==> src/adc_ctrl_pkg.sv <==
// Constants, register map and carrier types of the converter control block
package adc_ctrl_pkg;

    // ************************************************************
    // Register offsets
    // ************************************************************
    localparam logic [2:0] OFF_RES_LOW  = 3'h0;
    localparam logic [2:0] OFF_RES_MID  = 3'h1;
    localparam logic [2:0] OFF_RES_HIGH = 3'h2;
    localparam logic [2:0] OFF_CTL_A    = 3'h3;
    localparam logic [2:0] OFF_CTL_B    = 3'h4;
    localparam logic [2:0] OFF_CLK_SRC  = 3'h5;

    // ************************************************************
    // Field positions, masks and reset values
    // ************************************************************
    localparam int RESTART_BIT  = 7;
    localparam int DOZE_BIT     = 6;
    localparam int PDOWN_BIT    = 5;
    localparam int OSEL_LSB     = 2;
    localparam int REFSEL_BIT   = 0;
    localparam int LAT_BIT      = 7;
    localparam int DIV12_BIT    = 6;
    localparam int HOLD_BIT     = 2;
    localparam int DONE_BIT     = 1;
    localparam logic [7:0] CTL_A_MASK  = 8'hfd;
    localparam logic [7:0] CTL_B_MASK  = 8'hfe;
    localparam logic [7:0] CTL_A_RESET = 8'h20;
    localparam logic [7:0] CTL_B_RESET = 8'h00;
    localparam logic [4:0] CLK_RESET   = 5'h00;
    localparam logic [4:0] CLK_UNDIV   = 5'h1f;

    // ************************************************************
    // Divider and decimation constants
    // ************************************************************
    localparam logic [4:0] ADCK_DIV_SLOW = 5'h1e;  // Divide by 30
    localparam logic [4:0] ADCK_DIV_FAST = 5'h0c;  // Divide by 12
    localparam int         OSR_MAX_LOG   = 14;     // Ratio 16384
    localparam int         RESULT_MSB    = 23;
    localparam logic [23:0] RES_POS_MAX  = 24'h7fffff;
    localparam logic [23:0] RES_NEG_MAX  = 24'h800000;

    // ************************************************************
    // Types
    // ************************************************************
    typedef enum logic {FILT_IDLE, FILT_RUN} filt_e;

    typedef struct packed {
        logic [2:0] addr;
        logic [7:0] wdata;
        logic       wr;
        logic       rd;
    } bus_req_s;

    typedef struct packed {
        logic amp_on;
        logic conv_on;
        logic filt_rst;
        logic ref_ext;
    } power_s;

    typedef struct packed {
        logic [7:0]  ctl_a;
        logic [7:0]  ctl_b;
        logic [4:0]  clk_src;
        logic [23:0] result;
        logic [7:0]  rd_data;
        logic        irq;
        power_s      pwr;
        logic        mclk_tick;
        logic [5:0]  mdiv;
        logic [4:0]  adiv;
        logic        adck_tick;
        filt_e       filt;
        logic [15:0] count;
        logic [15:0] ones;
    } state_s;

endpackage

==> src/adc_ctrl.sv <==
// Control, clocking and result logic of a 24-bit delta-sigma converter
//
// Functional notes
// - Middle result byte read-only, bits 15..8
// - Low result byte read-only, bits 7..0
// - Restart pulse resets filter, starts fresh sequence
// - Doze stops converter, amplifier stays on
// - Power-down resets to 1, overrides all
// - Power-down, then doze, then restart priority
// - Oversample code 0..7 gives 16384 down to 128
// - Averaging two in normal, one in low latency
// - Latency bit picks mode, bit 6 picks divide 30/12
// - Word rate is clock over average times ratio
// - Reference select: internal at 0, external at 1
// - Hold keeps results, blocks done and interrupt
// - Done set by hardware, cleared by software
// - Each conversion end raises interrupt request unless held
// - Results overwrite continuously unless held
// - Source divider: two times code plus two, code 31 undivided
// - Results 24-bit two's complement
// - Out-of-range results saturate, never wrap
// - Unused control bits read as zero, except control B bits 5..3
`timescale 1ns/1ns
module adc_ctrl (
    input  wire logic                   clock,
    input  wire logic                   srst,
    input  wire logic [2:0]             addr,
    input  wire logic [7:0]             wdata,
    input  wire logic                   wr,
    input  wire logic                   rd,
    input  wire logic                   mod_bit,
    output logic      [7:0]             rd_data,
    output logic                        conv_irq,
    output logic                        conv_done,
    output logic                        amp_power_on,
    output logic                        conv_power_on,
    output logic                        filter_in_reset,
    output logic                        ref_external,
    output logic                        mclk_tick
);

    // ************************************************************
    // Helpers
    // ************************************************************

    // Log2 of the samples in one output word: ratio times averaging
    function automatic logic [3:0] frame_log(input logic [2:0] osel,
                                             input logic       low_lat);
        frame_log = 4'(adc_ctrl_pkg::OSR_MAX_LOG) - {1'b0, osel}
                    + {3'h0, ~low_lat};
    endfunction

    // Scale ones count to a signed 24-bit word with clamping
    function automatic logic [23:0] scale_word(input logic [15:0] ones,
                                               input logic [3:0]  lg);
        logic signed [31:0] diff;
        logic signed [31:0] wide;
        diff = $signed({15'h0, ones, 1'b0})
               - $signed(32'h1 << lg);
        wide = diff <<< (5'(adc_ctrl_pkg::RESULT_MSB) - {1'b0, lg});
        if (wide > $signed({8'h0, adc_ctrl_pkg::RES_POS_MAX})) begin
            scale_word = adc_ctrl_pkg::RES_POS_MAX;
        end else if (wide < -$signed({8'h0, adc_ctrl_pkg::RES_NEG_MAX})) begin
            scale_word = adc_ctrl_pkg::RES_NEG_MAX;
        end else begin
            scale_word = wide[23:0];
        end
    endfunction

    // ************************************************************
    // State
    // ************************************************************
    adc_ctrl_pkg::bus_req_s req;
    adc_ctrl_pkg::state_s   s_q;
    adc_ctrl_pkg::state_s   s_d;
    logic [3:0]             lg;
    logic [15:0]            last;
    logic [15:0]            ones_nx;
    logic                   running;
    logic                   held;
    logic                   word_end;
    logic [4:0]             adck_div;

    assign req = '{addr: addr, wdata: wdata, wr: wr, rd: rd};

    // Mode and field decode from the stored control registers
    assign lg = frame_log(s_q.ctl_a[adc_ctrl_pkg::OSEL_LSB +: 3],
                          s_q.ctl_b[adc_ctrl_pkg::LAT_BIT]);
    assign last    = 16'((32'h1 << lg) - 32'h1);
    assign running = ~s_q.ctl_a[adc_ctrl_pkg::PDOWN_BIT]
                   & ~s_q.ctl_a[adc_ctrl_pkg::DOZE_BIT]
                   & ~s_q.ctl_a[adc_ctrl_pkg::RESTART_BIT];
    assign held    = s_q.ctl_b[adc_ctrl_pkg::HOLD_BIT];
    assign ones_nx = s_q.ones + {15'h0, mod_bit};
    assign word_end = s_q.adck_tick && (s_q.filt == adc_ctrl_pkg::FILT_RUN)
                      && (s_q.count == last);
    assign adck_div = s_q.ctl_b[adc_ctrl_pkg::DIV12_BIT]
                    ? adc_ctrl_pkg::ADCK_DIV_FAST
                    : adc_ctrl_pkg::ADCK_DIV_SLOW;

    // ************************************************************
    // Next state
    // ************************************************************
    always_comb begin
        s_d = s_q;
        s_d.rd_data = 8'h00;
        s_d.irq     = 1'b0;

        // Register writes; reserved bits are masked off, except control B bits 5..3
        if (req.wr) begin
            case (req.addr)
                adc_ctrl_pkg::OFF_CTL_A: begin
                    s_d.ctl_a = req.wdata & adc_ctrl_pkg::CTL_A_MASK;
                end
                adc_ctrl_pkg::OFF_CTL_B: begin
                    s_d.ctl_b = req.wdata & adc_ctrl_pkg::CTL_B_MASK;
                end
                adc_ctrl_pkg::OFF_CLK_SRC: begin
                    s_d.clk_src = req.wdata[4:0];
                end
                default: begin
                    s_d.clk_src = s_q.clk_src;      // Results are read-only
                end
            endcase
        end

        // Register reads, answered in the next cycle only
        if (req.rd) begin
            case (req.addr)
                adc_ctrl_pkg::OFF_RES_LOW:  s_d.rd_data = s_q.result[7:0];
                adc_ctrl_pkg::OFF_RES_MID:  s_d.rd_data = s_q.result[15:8];
                adc_ctrl_pkg::OFF_RES_HIGH: s_d.rd_data = s_q.result[23:16];
                adc_ctrl_pkg::OFF_CTL_A:    s_d.rd_data = s_q.ctl_a;
                adc_ctrl_pkg::OFF_CTL_B:    s_d.rd_data = s_q.ctl_b;
                adc_ctrl_pkg::OFF_CLK_SRC:  s_d.rd_data = {3'h0, s_q.clk_src};
                default:                    s_d.rd_data = 8'h00;
            endcase
        end

        // Power and reference outputs from the mode bits
        s_d.pwr.amp_on   = ~s_q.ctl_a[adc_ctrl_pkg::PDOWN_BIT];
        s_d.pwr.conv_on  = ~s_q.ctl_a[adc_ctrl_pkg::PDOWN_BIT]
                         & ~s_q.ctl_a[adc_ctrl_pkg::DOZE_BIT];
        s_d.pwr.filt_rst = ~running;
        s_d.pwr.ref_ext  = s_q.ctl_a[adc_ctrl_pkg::REFSEL_BIT];

        // Master clock: system clock over 2*(code+1), or undivided
        s_d.mclk_tick = 1'b0;
        if (s_q.clk_src == adc_ctrl_pkg::CLK_UNDIV) begin
            s_d.mclk_tick = 1'b1;
            s_d.mdiv      = 6'h00;
        end else if (s_q.mdiv >= {s_q.clk_src, 1'b1}) begin
            s_d.mclk_tick = 1'b1;
            s_d.mdiv      = 6'h00;
        end else begin
            s_d.mdiv = s_q.mdiv + 6'h01;
        end

        // Converter clock: master clock over 30 or 12
        s_d.adck_tick = 1'b0;
        if (!s_q.pwr.conv_on) begin
            s_d.adiv = 5'h00;
        end else if (s_q.mclk_tick) begin
            if (s_q.adiv >= adck_div - 5'h01) begin
                s_d.adiv      = 5'h00;
                s_d.adck_tick = 1'b1;
            end else begin
                s_d.adiv = s_q.adiv + 5'h01;
            end
        end

        // Decimation filter: count ones over one output word
        case (s_q.filt)
            adc_ctrl_pkg::FILT_IDLE: begin
                s_d.count = 16'h0000;
                s_d.ones  = 16'h0000;
                if (running) begin
                    s_d.filt = adc_ctrl_pkg::FILT_RUN;
                end
            end
            adc_ctrl_pkg::FILT_RUN: begin
                if (!running) begin
                    s_d.filt = adc_ctrl_pkg::FILT_IDLE;
                end else if (word_end) begin
                    s_d.count = 16'h0000;
                    s_d.ones  = 16'h0000;
                    if (!held) begin
                        s_d.result = scale_word(ones_nx, lg);
                        s_d.irq    = 1'b1;
                    end
                end else if (s_q.adck_tick) begin
                    s_d.count = s_q.count + 16'h0001;
                    s_d.ones  = ones_nx;
                end
            end
            default: begin
                s_d.filt = adc_ctrl_pkg::FILT_IDLE;
            end
        endcase

        // Done flag: a new word wins over a software clear
        if (running && word_end && !held) begin
            s_d.ctl_b[adc_ctrl_pkg::DONE_BIT] = 1'b1;
        end
    end

    // ************************************************************
    // State register
    // ************************************************************
    always_ff @(posedge clock) begin
        if (srst) begin
            s_q           <= '0;
            s_q.ctl_a     <= adc_ctrl_pkg::CTL_A_RESET;
            s_q.ctl_b     <= adc_ctrl_pkg::CTL_B_RESET;
            s_q.clk_src   <= adc_ctrl_pkg::CLK_RESET;
            s_q.filt      <= adc_ctrl_pkg::FILT_IDLE;
            s_q.pwr.filt_rst <= 1'b1;
        end else begin
            s_q <= s_d;
        end
    end

    // Outputs straight from the state register
    assign rd_data         = s_q.rd_data;
    assign conv_irq        = s_q.irq;
    assign conv_done       = s_q.ctl_b[adc_ctrl_pkg::DONE_BIT];
    assign amp_power_on    = s_q.pwr.amp_on;
    assign conv_power_on   = s_q.pwr.conv_on;
    assign filter_in_reset = s_q.pwr.filt_rst;
    assign ref_external    = s_q.pwr.ref_ext;
    assign mclk_tick       = s_q.mclk_tick;

endmodule

==> config.mk <==
export PLATFORM = sky130hd
export DESIGN_NAME = adc_ctrl
export DESIGN_NICKNAME = d
export VERILOG_FILES = /design/src/adc_ctrl_pkg.sv /design/src/adc_ctrl.sv
export SDC_FILE = /design/constraint.sdc
export NUM_CORES = 1
export LEC_CHECK = 0
export BUFFER_PORTS_ARGS = -buffer_cell sky130_fd_sc_hd__buf_4
export CAP_MARGIN = 20
export CORE_AREA = 2 2 139 141
export CTS_BUF_LIST = sky130_fd_sc_hd__clkbuf_16
export DETAILED_ROUTE_END_ITERATION = 16
export DIE_AREA = 0 0 141 143
export GPL_TIMING_DRIVEN = 0
export PLACE_DENSITY_LB_ADDON = 0.25
export SLEW_MARGIN = 30
export SYNTH_ARGS = -nofsm -noshare
export SYNTH_HDL_FRONTEND = slang
export SYNTH_SLANG_ARGS = --single-unit
==> constraint.sdc <==
create_clock -name clock -period 6.44 [get_ports clock]
set_input_delay 0.322 -clock clock [delete_from_list [all_inputs] [get_ports clock]]
set_output_delay 0.322 -clock clock [all_outputs]
set_load 0.02 [all_outputs]
==> results of run 1 <==
## layout make-up
| class | instances | area, um2 | area share (%) |
|---|---|---|---|
| Buffer | 86 | 389.1 | 4.264 |
| Clock buffer | 9 | 225.2 | 2.468 |
| Clock inverter | 6 | 40.04 | 0.4387 |
| Inverter | 37 | 138.9 | 1.522 |
| Multi-Input combinational cell | 861 | 5773 | 63.26 |
| Sequential cell | 102 | 2042 | 22.37 |
| Tap cell | 234 | 292.8 | 3.208 |
| Timing Repair Buffer | 30 | 225.2 | 2.468 |
## flip-flops by register name, summed over array words and instances (netlist names)
name	flops
conv_power_on	1
filter_in_reset	1
s_q	85
conv_irq	1
held	1
amp_power_on	1
rd_data	8
s_d	1
ref_external	1
conv_done	1
mclk_tick	1
## worst paths after layout
path,startpoint,to,slack (ps),depth (start not counted)
setup reg to reg,s_q[95],s_q[66],390,21
hold reg to reg,s_q[60],s_q[60],450,2
setup / recovery,s_q[95],s_q[66],390,21
hold / removal,srst,s_q[32],210,2
## worst reg2reg max path, delay by kind of cell (launching register included)
kind,cells,cell delay (ps)
AOI/OAI and AO/OA,9,2630
adders and majority gates,3,780
xor gates and xnor gates,1,420
buffers and inverters,3,750
DFF,1,400
and+or+nand+nor,5,950
## through the flow
stage	hold WS (ps)	setup TNS, ps	power [uW]
after floorplan	412.4	0	852.8
after global placement	437.3	0	923.0
after detailed placement	446.4	0	924.9
after CTS	202.1	0	1421
after global routing	200.5	-38.97	1477
final	208.1	0	1417
## layout by cell type (no fill, tap or decap), types with 11 or more instances in the layout
| cell type | instances |
|---|---|
| nand2b_1 | 13 |
| xor2_1 | 17 |
| o211ai_1 | 14 |
| nand4_1 | 19 |
| nand3_1 | 38 |
| a211oi_1 | 13 |
| nor2_1 | 127 |
| nor3b_1 | 15 |
| ha_1 | 29 |
| buf_4 | 42 |
| clkbuf_1 | 58 |
| nand2_1 | 90 |
| and3_1 | 19 |
| o21ai_0 | 61 |
| mux2i_1 | 36 |
| nand3b_1 | 12 |
| inv_1 | 36 |
| a22oi_1 | 16 |
| a31oi_1 | 20 |
| nor4_1 | 11 |
| a21oi_1 | 84 |
| dfxtp_1 | 102 |
| nor3_1 | 16 |
| a21o_1 | 17 |
| nor2b_1 | 11 |
| xnor2_1 | 27 |
## per-layer routing
metal / wire length (um) / up-vias / GRT usage (%)
met5: 0 / - / 0
met4: 488 / 0 / 7.526
met3: 1545 / 38 / 3.622
met2: 11690 / 298 / 41.93
met1: 11240 / 3846 / 32.69
li1: - / 4046 / -
## where the power goes
part / internal (uW) / total (uW) / switching [uW]
clock: 259 / 501 / 241
combinational: 99.8 / 259 / 159
sequential: 645 / 658 / 12.8
## timing repair
item                                    in CTS  in global routing
setup buffers                                0                  2
endpoints found under the setup margin       0                 24
resized for setup                            0                 17
endpoints found under the hold margin        0                  0
## cells by family (layout without fill, tap and decap cells)
logic type,Yosys count,in the layout
and+or+nand+nor,418,418
AOI/OAI and AO/OA,317,317
buffers and inverters,123,168
DFF,102,102
xor gates and xnor gates,51,51
muxes,45,45
adders and majority gates,30,30
==> reports/qor.csv, run 1 <==
metric,value,unit
fin_crit_sh,93.92,%
synth-seq-cells,102,
fp.dieH,143,um
path_clk_slew,70,ps
postCtsHoldBufs,0,
synth_top_area_share,24.59,%
utilization,49.12,%
syn_area,8305,um2
num_vias,8228,
core,18580,um2
ys_seq_area_share,24.59,%
p_per_area,155.3,nW/um2
yosysMostFrequentCell,nor2_1,
drv_cap,0,
synth-compound-area-share,26.41,%
crit_chain,"ha_1, ha_1, buf_2, xor2_1, clkbuf_2, nor2_2, nand2_1, ha_1, clkbuf_1, a21oi_1, o211ai_1, a31oi_2, nor3_1, a32o_1, o21bai_1, nand4_1, o21ai_0, a2bb2oi_1, nand4_1, o211ai_4, a21oi_1",
worst-setup-path-type,reg -> reg,
hp-class,in -> reg,
synth_nets,1132,
drtIter0Drc,701,
initial_core_util,44.70,%
worstPathRequired,6650,ps
overflow,0,
hpwl,19260,um
async_reset_ff_share,0,%
drc,0,
area_delta_synth_final,9.882,%
critPathLaunchType,flop,
cts_tree,done,
ys.flop_type,dfxtp_1,
cts-root-buf,clkbuf_16,
port_buffers,28,
vias_per_cell,6.028,
die_x,141,um
pre_cts_slack,90.39,ps
wire_per_inst,18.29,um
cts_buffer_depth,2,
worst_pin_slew,842.2,ps
synth_area_per_cell,7.648,um2
antenna_cells,0,
fmax,165.3,MHz
crit_path_top_delay_cell,o211ai_4,
endpoint_kind,flop,
synth_simple_gate_area_share,25.47,%
muxShareOfSynthArea,6.267,%
outcome,"complete, no violations",
fillCellCount,1863,
grtUsageTotal,24.73,%
slew_violations,0,
grt_pass1_wl,39880,um
crit_buf_inv,3,
htreeDepth,3,
nets,1173,
cts_made_buffers,9,
synth_edf_count,0,
yosysTopAreaCell,dfxtp_1,
antenna_found_initial,0,
grt_pass1_vias,7505,
hold_viol_final,0,
fin_skew,19.39,ps
setup_slack,391.6,ps
synth_top_family_by_area,compound AO/OA/AOI/OAI gates,
slew_headroom,43.64,%
gp_congestion,0.9768,
yosys.area_share.xor_xnor,6.357,%
yosysUniqueCellTypes,100,
crit_arrival,6260,ps
io_pins,31,
drive_gt1_share,11.49,%
netlist_top_cells_area,"dfxtp_1, nor2_1, a21oi_1",
grt_max_degree,17,
p_leak,0.003570,uW
synth.top_cells.by_count,"nor2_1, dfxtp_1, nand2_1",
ant_nets,0,
post_dp_cell_area,8808,um2
firstDrtPassIters,5,
path_common_cell,ha_1,
vdd_drop_max,121.1,uV
worst-path-max-fanout,10,
dp.cells,1348,
stdcell_area,9126,um2
synth_fa_ha_area_share,4.610,%
max_stage_delay,430,ps
drt_wl_total,24970,um
synthCells,1086,
setup_violations,0,
cts.sinks,102,
clock_latency,360,ps
dieArea,20160,um2
yosysWarnings,0,
finalNonFillerCells,1365,
core.rowCount,50,
fin_crit,6048,ps
critPathTopFamily,compound AO/OA/AOI/OAI gates,
(Power assumes the default switching activity.)
==> run 2, diff against run 1 <==
- BUFFER_PORTS_ARGS: -buffer_cell sky130_fd_sc_hd__buf_4 -> unset
- DONT_BUFFER_PORTS: unset -> 1
==> run 2 against run 1 <==
Compared with the run above:
- design area is 2.0% lower
- critical endpoint is now s_q[73]
- fmax is 0.33% lower
- register-to-register slack worse by 20 ps
- wire length is 1.4% lower
- flip-flop and latch count stayed put
- hold slack worse by 140 ps
- worst setup slack worse by 20 ps
- total power is 1.3% higher
==> reports/qor.csv, run 2 (synthesis results as in run 1) <==
metric,value,unit,change
utilization,48.15,%,-0.96 points
overflow,0,,unchanged
core.rowCount,50,,unchanged
fmax,164.8,MHz,-0.33%
postCtsHoldBufs,0,,unchanged
p_leak,0.003434,uW,-3.8%
crit_path_top_delay_cell,or4_4,,
area_delta_synth_final,7.728,%,
fin_crit,6068,ps,+20.14 ps
gp_congestion,0.9853,,+0.87%
grt_max_degree,20,,+3
grtUsageTotal,24.75,%,+0.025 points
outcome,"complete, no violations",,
die_x,141,um,unchanged
nets,1144,,-2.5%
dieArea,20160,um2,unchanged
dp.cells,1320,,-2.1%
drt_wl_total,24620,um,-1.4%
io_pins,31,,unchanged
cts-root-buf,clkbuf_16,,
num_vias,8080,,-1.8%
cts_buffer_depth,2,,unchanged
regMostFlops,s_q,,
worst-path-max-fanout,10,,unchanged
vias_per_cell,6.043,,+0.26%
core,18580,um2,unchanged
startpoint,s_q[95],,
largest_register_ffs,85,,unchanged
reg2reg_slack,370,ps,-20 ps
wire_per_inst,18.41,um,+0.66%
cts.sinks,102,,unchanged
drv_cap,0,,unchanged
layout_commonest_cell,nor2_1,,
r2r-end,s_q[73],,
slew_headroom,43.33,%,-0.31 points
firstDrtPassIters,5,,unchanged
path_clk_slew,80,ps,about the same
fin_setup_tns,0,ps,unchanged
rr_startpoint,s_q[95],,
fp.dieH,143,um,unchanged
hold-worst-slack,73.02,ps,-135.0 ps
drive_gt1_share,9.338,%,-2.2 points
antenna_found_initial,0,,unchanged
hpwl,19110,um,-0.77%
port_buffers,0,,-100%
cp-endpoint,s_q[73],,
p_per_area,160.4,nW/um2,+3.3%
worst-setup-path-type,reg -> reg,,
htreeDepth,3,,unchanged
path_common_cell,ha_1,,
crit_arrival,6290,ps,+30 ps
grt_pass1_vias,7469,,-0.48%
fin_skew,12.77,ps,-6.616 ps
cts_tree,done,,
reg2reg_depth,19,,-9.5%
crit_chain,"ha_1, ha_1, clkbuf_1, nor2b_1, clkbuf_1, nand2_1, ha_1, or2_2, o22a_1, o221a_2, a2111oi_0, a221oi_1, mux2i_1, or2_2, o311a_1, a21oi_1, or4_4, o41ai_4, o22ai_1",,
hold_viol_final,0,,unchanged
worstPathRequired,6660,ps,about the same
initial_core_util,44.70,%,unchanged
hold_depth,1,,-1
max_stage_delay,620,ps,+190 ps
worst_pin_slew,839.1,ps,-3.182 ps
slew_violations,0,,unchanged
endpoint_kind,flop,,
setup_violations,0,,unchanged
total_power,1436,uW,+1.3%
drtIter0Drc,534,,-24%
cts_made_buffers,9,,unchanged
drc,0,,unchanged
finalNonFillerCells,1337,,-2.1%
grt_pass1_wl,39960,um,+0.21%
antenna_cells,0,,unchanged
vdd_drop_max,114.3,uV,-5.7%
clock_latency,360,ps,about the same
critPathLaunchType,flop,,
fin_crit_sh,94.23,%,+0.31 points
ant_nets,0,,unchanged
grt_setup_unrepaired,false,,
hp-class,in -> reg,,
layout_common_cells,"nor2_1, dfxtp_1, nand2_1, a21oi_1, o21ai_0",,
-- run 2: what timing repair did --
item | 4_1_cts | 5_1_grt
gates cloned | 0 | 0
setup endpoints to repair | 13 | 24
pin swaps | 0 | 1
resized for setup | 2 | 13
buffers inserted | 0 | 1
hold endpoints to repair | 0 | 0
-- run 2: how the worst min path moves through the flow --
stage / startpoint / end / slack (ps)
floorplan: srst / s_q[32] / 410
global placement: srst / s_q[32] / 430
detailed placement: srst / s_q[32] / 430
CTS: srst / s_q[32] / 60
global route: srst / s_q[32] / 60
finish: srst / s_q[32] / 70
-- run 2: worst max-delay path: cells and delay by family, from the launching register on --
kind	cells	cell delay, ps
AOI/OAI and AO/OA	8	1840
adders and majority gates	3	1000
muxes	1	400
DFF	1	360
buffers and inverters	2	800
and+or+nand+nor	5	1520
-- run 2: where the power goes --
part | internal [uW] | switching, uW | total, uW
combinational | 89.4 | 148 | 238
sequential | 645 | 17.8 | 663
clock | 271 | 264 | 535
-- run 2: metal layers --
| metal | GRT usage [%] | routed length (um) |
|---|---|---|
| met1 | 32.60 | 11060 |
| met2 | 41.36 | 11590 |
| met3 | 4.829 | 1474 |
| met4 | 7.211 | 488 |
| met5 | 0 | 0 |
-- run 2: metrics by stage --
step                setup slack, ps  area [um2]
floorplan                      1549        8305
global placement             -78.61        8598
detailed placement           -111.6        8598
CTS                           83.44        8892
global route                  3.204        8947
finish                        371.5        8947
-- run 2: layout make-up --
type / count / area (um2)
clock buffer: 9 / 225.2
buffer: 86 / 386.6
clock inverter: 7 / 66.31
fill: 1885 / 9633
timing repair buffer: 1 / 7.507
inverter: 37 / 138.9
multi-input combinational: 861 / 5788
tap: 234 / 292.8
sequential: 102 / 2042
==> run 3, diff against run 2 <==
- clock period: 6.44 -> 7.1 ns (I/O delays scaled with it)
==> run 3 against run 2 <==
Compared with the run above:
- die area unchanged
- sequential share of layout area up 0.13 points
- worst setup slack better by 340 ps
- hold slack better by 33 ps
- core utilization down 0.28 points
- sequential power down 9.4%
- design area down 0.59%
- final cell count about the same
- non-clock buffer count down 1
- first-iteration DRC count up 11%
- via count up 0.11%
- wire length down 0.45%
- largest cell class unchanged
- largest power group unchanged
==> reports/qor.csv, run 3 (synthesis results as in run 1) <==
metric,value,unit,change
reg2reg_depth,20,,+1
cts_made_buffers,9,,unchanged
hold_start,srst,,
layout_common_cells,"nor2_1, dfxtp_1, nand2_1, a21oi_1, o21ai_0",,
drt_wl_total,24510,um,-0.45%
fp.dieH,143,um,unchanged
stdcell_area,8895,um2,-0.59%
grt.met3_usage,4.829,%,unchanged
max_stage_delay,620,ps,about the same
largest_register_ffs,85,,unchanged
hpwl,19110,um,unchanged
grt_pass1_wl,39940,um,about the same
fin_setup_tns,0,ps,unchanged
setup_slack,712.9,ps,+341.4 ps
regMostFlops,s_q,,
post_dp_cell_area,8598,um2,unchanged
drv_cap,0,,unchanged
initial_core_util,44.70,%,unchanged
intPower,911.2,uW,-9.4%
fin_crit_sh,89.96,%,-4.3 points
setup_violations,0,,unchanged
core,18580,um2,unchanged
hold_viol_final,0,,unchanged
slew_headroom,42.18,%,-1.2 points
rr_startpoint,s_q[95],,
antenna_cells,0,,unchanged
grt_setup_unrepaired,false,,
worstPathRequired,7320,ps,+660 ps
layout_commonest_cell,nor2_1,,
p_switching,389.1,uW,-9.5%
p_leak,0.003424,uW,-0.28%
grt_max_degree,20,,unchanged
comb_power_share,16.5,%,about the same
antenna_found_initial,0,,unchanged
utilization,47.87,%,-0.28 points
cts-root-buf,clkbuf_16,,
crit_chain,"ha_1, ha_1, clkbuf_1, nor2b_1, clkbuf_1, nand2_1, ha_1, clkbuf_1, a21oi_1, o21ai_0, a21oi_1, o21ai_0, a211oi_1, a2111oi_1, nand3b_1, nand2_1, o211ai_1, or4_4, o211ai_2, a21oi_1",,
cts-resized-gates,0,,-2
overflow,0,,unchanged
die_x,141,um,unchanged
cts_buffer_depth,2,,unchanged
crit_path_top_delay_cell,a2111oi_1,,
core.rowCount,50,,unchanged
worst-setup-path-type,reg -> reg,,
firstDrtPassIters,5,,unchanged
hold-worst-slack,105.6,ps,+32.53 ps
grt_pass1_vias,7463,,-0.080%
cts_tree,done,,
gr-usage-met1,32.53,%,-0.062 points
nets,1143,,-0.087%
p_clk_share,37.3,%,about the same
ant_nets,0,,unchanged
grtUsageTotal,24.75,%,about the same
critPathLaunchType,flop,,
p_per_area,146.2,nW/um2,-8.9%
drc,0,,unchanged
endpoint_kind,flop,,
critPathTopFamily,compound AO/OA/AOI/OAI gates,,
area_delta_synth_final,7.095,%,
fmax,156.6,MHz,-5.0%
vias_per_cell,6.055,,+0.19%
hold_depth,1,,unchanged
outcome,"complete, no violations",,
worst_pin_slew,864.2,ps,+25.09 ps
num_vias,8089,,+0.11%
vdd_drop_max,103.6,uV,-9.3%
power_frac_seq,46.2,%,about the same
path_clk_slew,80,ps,about the same
io_pins,31,,unchanged
drive_gt1_share,8.530,%,-0.81 points
htreeDepth,3,,unchanged
worst-path-max-fanout,10,,unchanged
drtIter0Drc,593,,+11%
slew_violations,0,,unchanged
r2r-end,s_q[65],,
grt_busiest_layer,met2,,
postCtsHoldBufs,0,,unchanged
min_delay_worst_endpoint,s_q[32],,
post-cts-setup-buffers,0,,unchanged
port_buffers,0,,unchanged
cts.sinks,102,,unchanged
gp_congestion,0.9853,,unchanged
pre_cts_slack,548.4,ps,+660.0 ps
use_met2,41.41,%,+0.051 points
crit_buf_inv,3,,+1
hp-class,in -> reg,,
wire_per_inst,18.35,um,-0.38%
fillCellCount,1885,,unchanged
swShare,29.93,%,-0.032 points
reg2reg_slack,710,ps,+340 ps
fin_crit,6387,ps,+318.6 ps
clock_latency,360,ps,about the same
crit_arrival,6600,ps,+310 ps
dieArea,20160,um2,unchanged
fin_skew,11.51,ps,-1.259 ps
-- run 3: cell count changes in the layout (fill, tap and decap cells not counted), sizes merged --
cell and delta:
buf -1
-- run 3: routing by layer --
metal  up-vias  wire length, um
met1      3819            11190
met2       247            11440
li1       3981                -
met5         -                0
met3        42             1316
met4         0              556
-- run 3: area by class of cell --
class | count | area, um2 | area share [%]
multi-input cells | 861 | 5744 | 64.58
flip-flops and latches | 102 | 2042 | 22.96
plain buffers | 86 | 385.4 | 4.333
well taps | 234 | 292.8 | 3.292
clock buffers | 9 | 225.2 | 2.532
inverters | 37 | 138.9 | 1.561
clock inverters | 7 | 66.31 | 0.7455
-- run 3: per-stage QoR --
| stage | total power, uW | instances |
|---|---|---|
| floorplan | 773.5 | 1086 |
| global placement | 824.2 | 1320 |
| detailed placement | 825.4 | 1320 |
| CTS | 1315 | 1336 |
| global route | 1365 | 1336 |
| finish | 1300 | 1336 |
-- run 3: worst max path at each step --
| stage | start | to | cells past startpoint |
|---|---|---|---|
| 6_report | s_q[95] | s_q[65] | 20 |
| 2_1_floorplan | s_q[95] | s_q[67] | 21 |
| 5_1_grt | s_q[95] | s_q[67] | 20 |
| 4_1_cts | s_q[95] | s_q[65] | 21 |
| 3_3_place_gp | s_q[95] | s_q[67] | 21 |
| 3_5_place_dp | s_q[95] | s_q[65] | 21 |
-- run 3: power groups by stage --
stage,logic [uW],registers (uW),clock network [uW]
floorplan,164,610,0
global placement,210,615,0
detailed placement,211,615,0
CTS,211,601,502
global route,239,603,522
finish,214,601,485
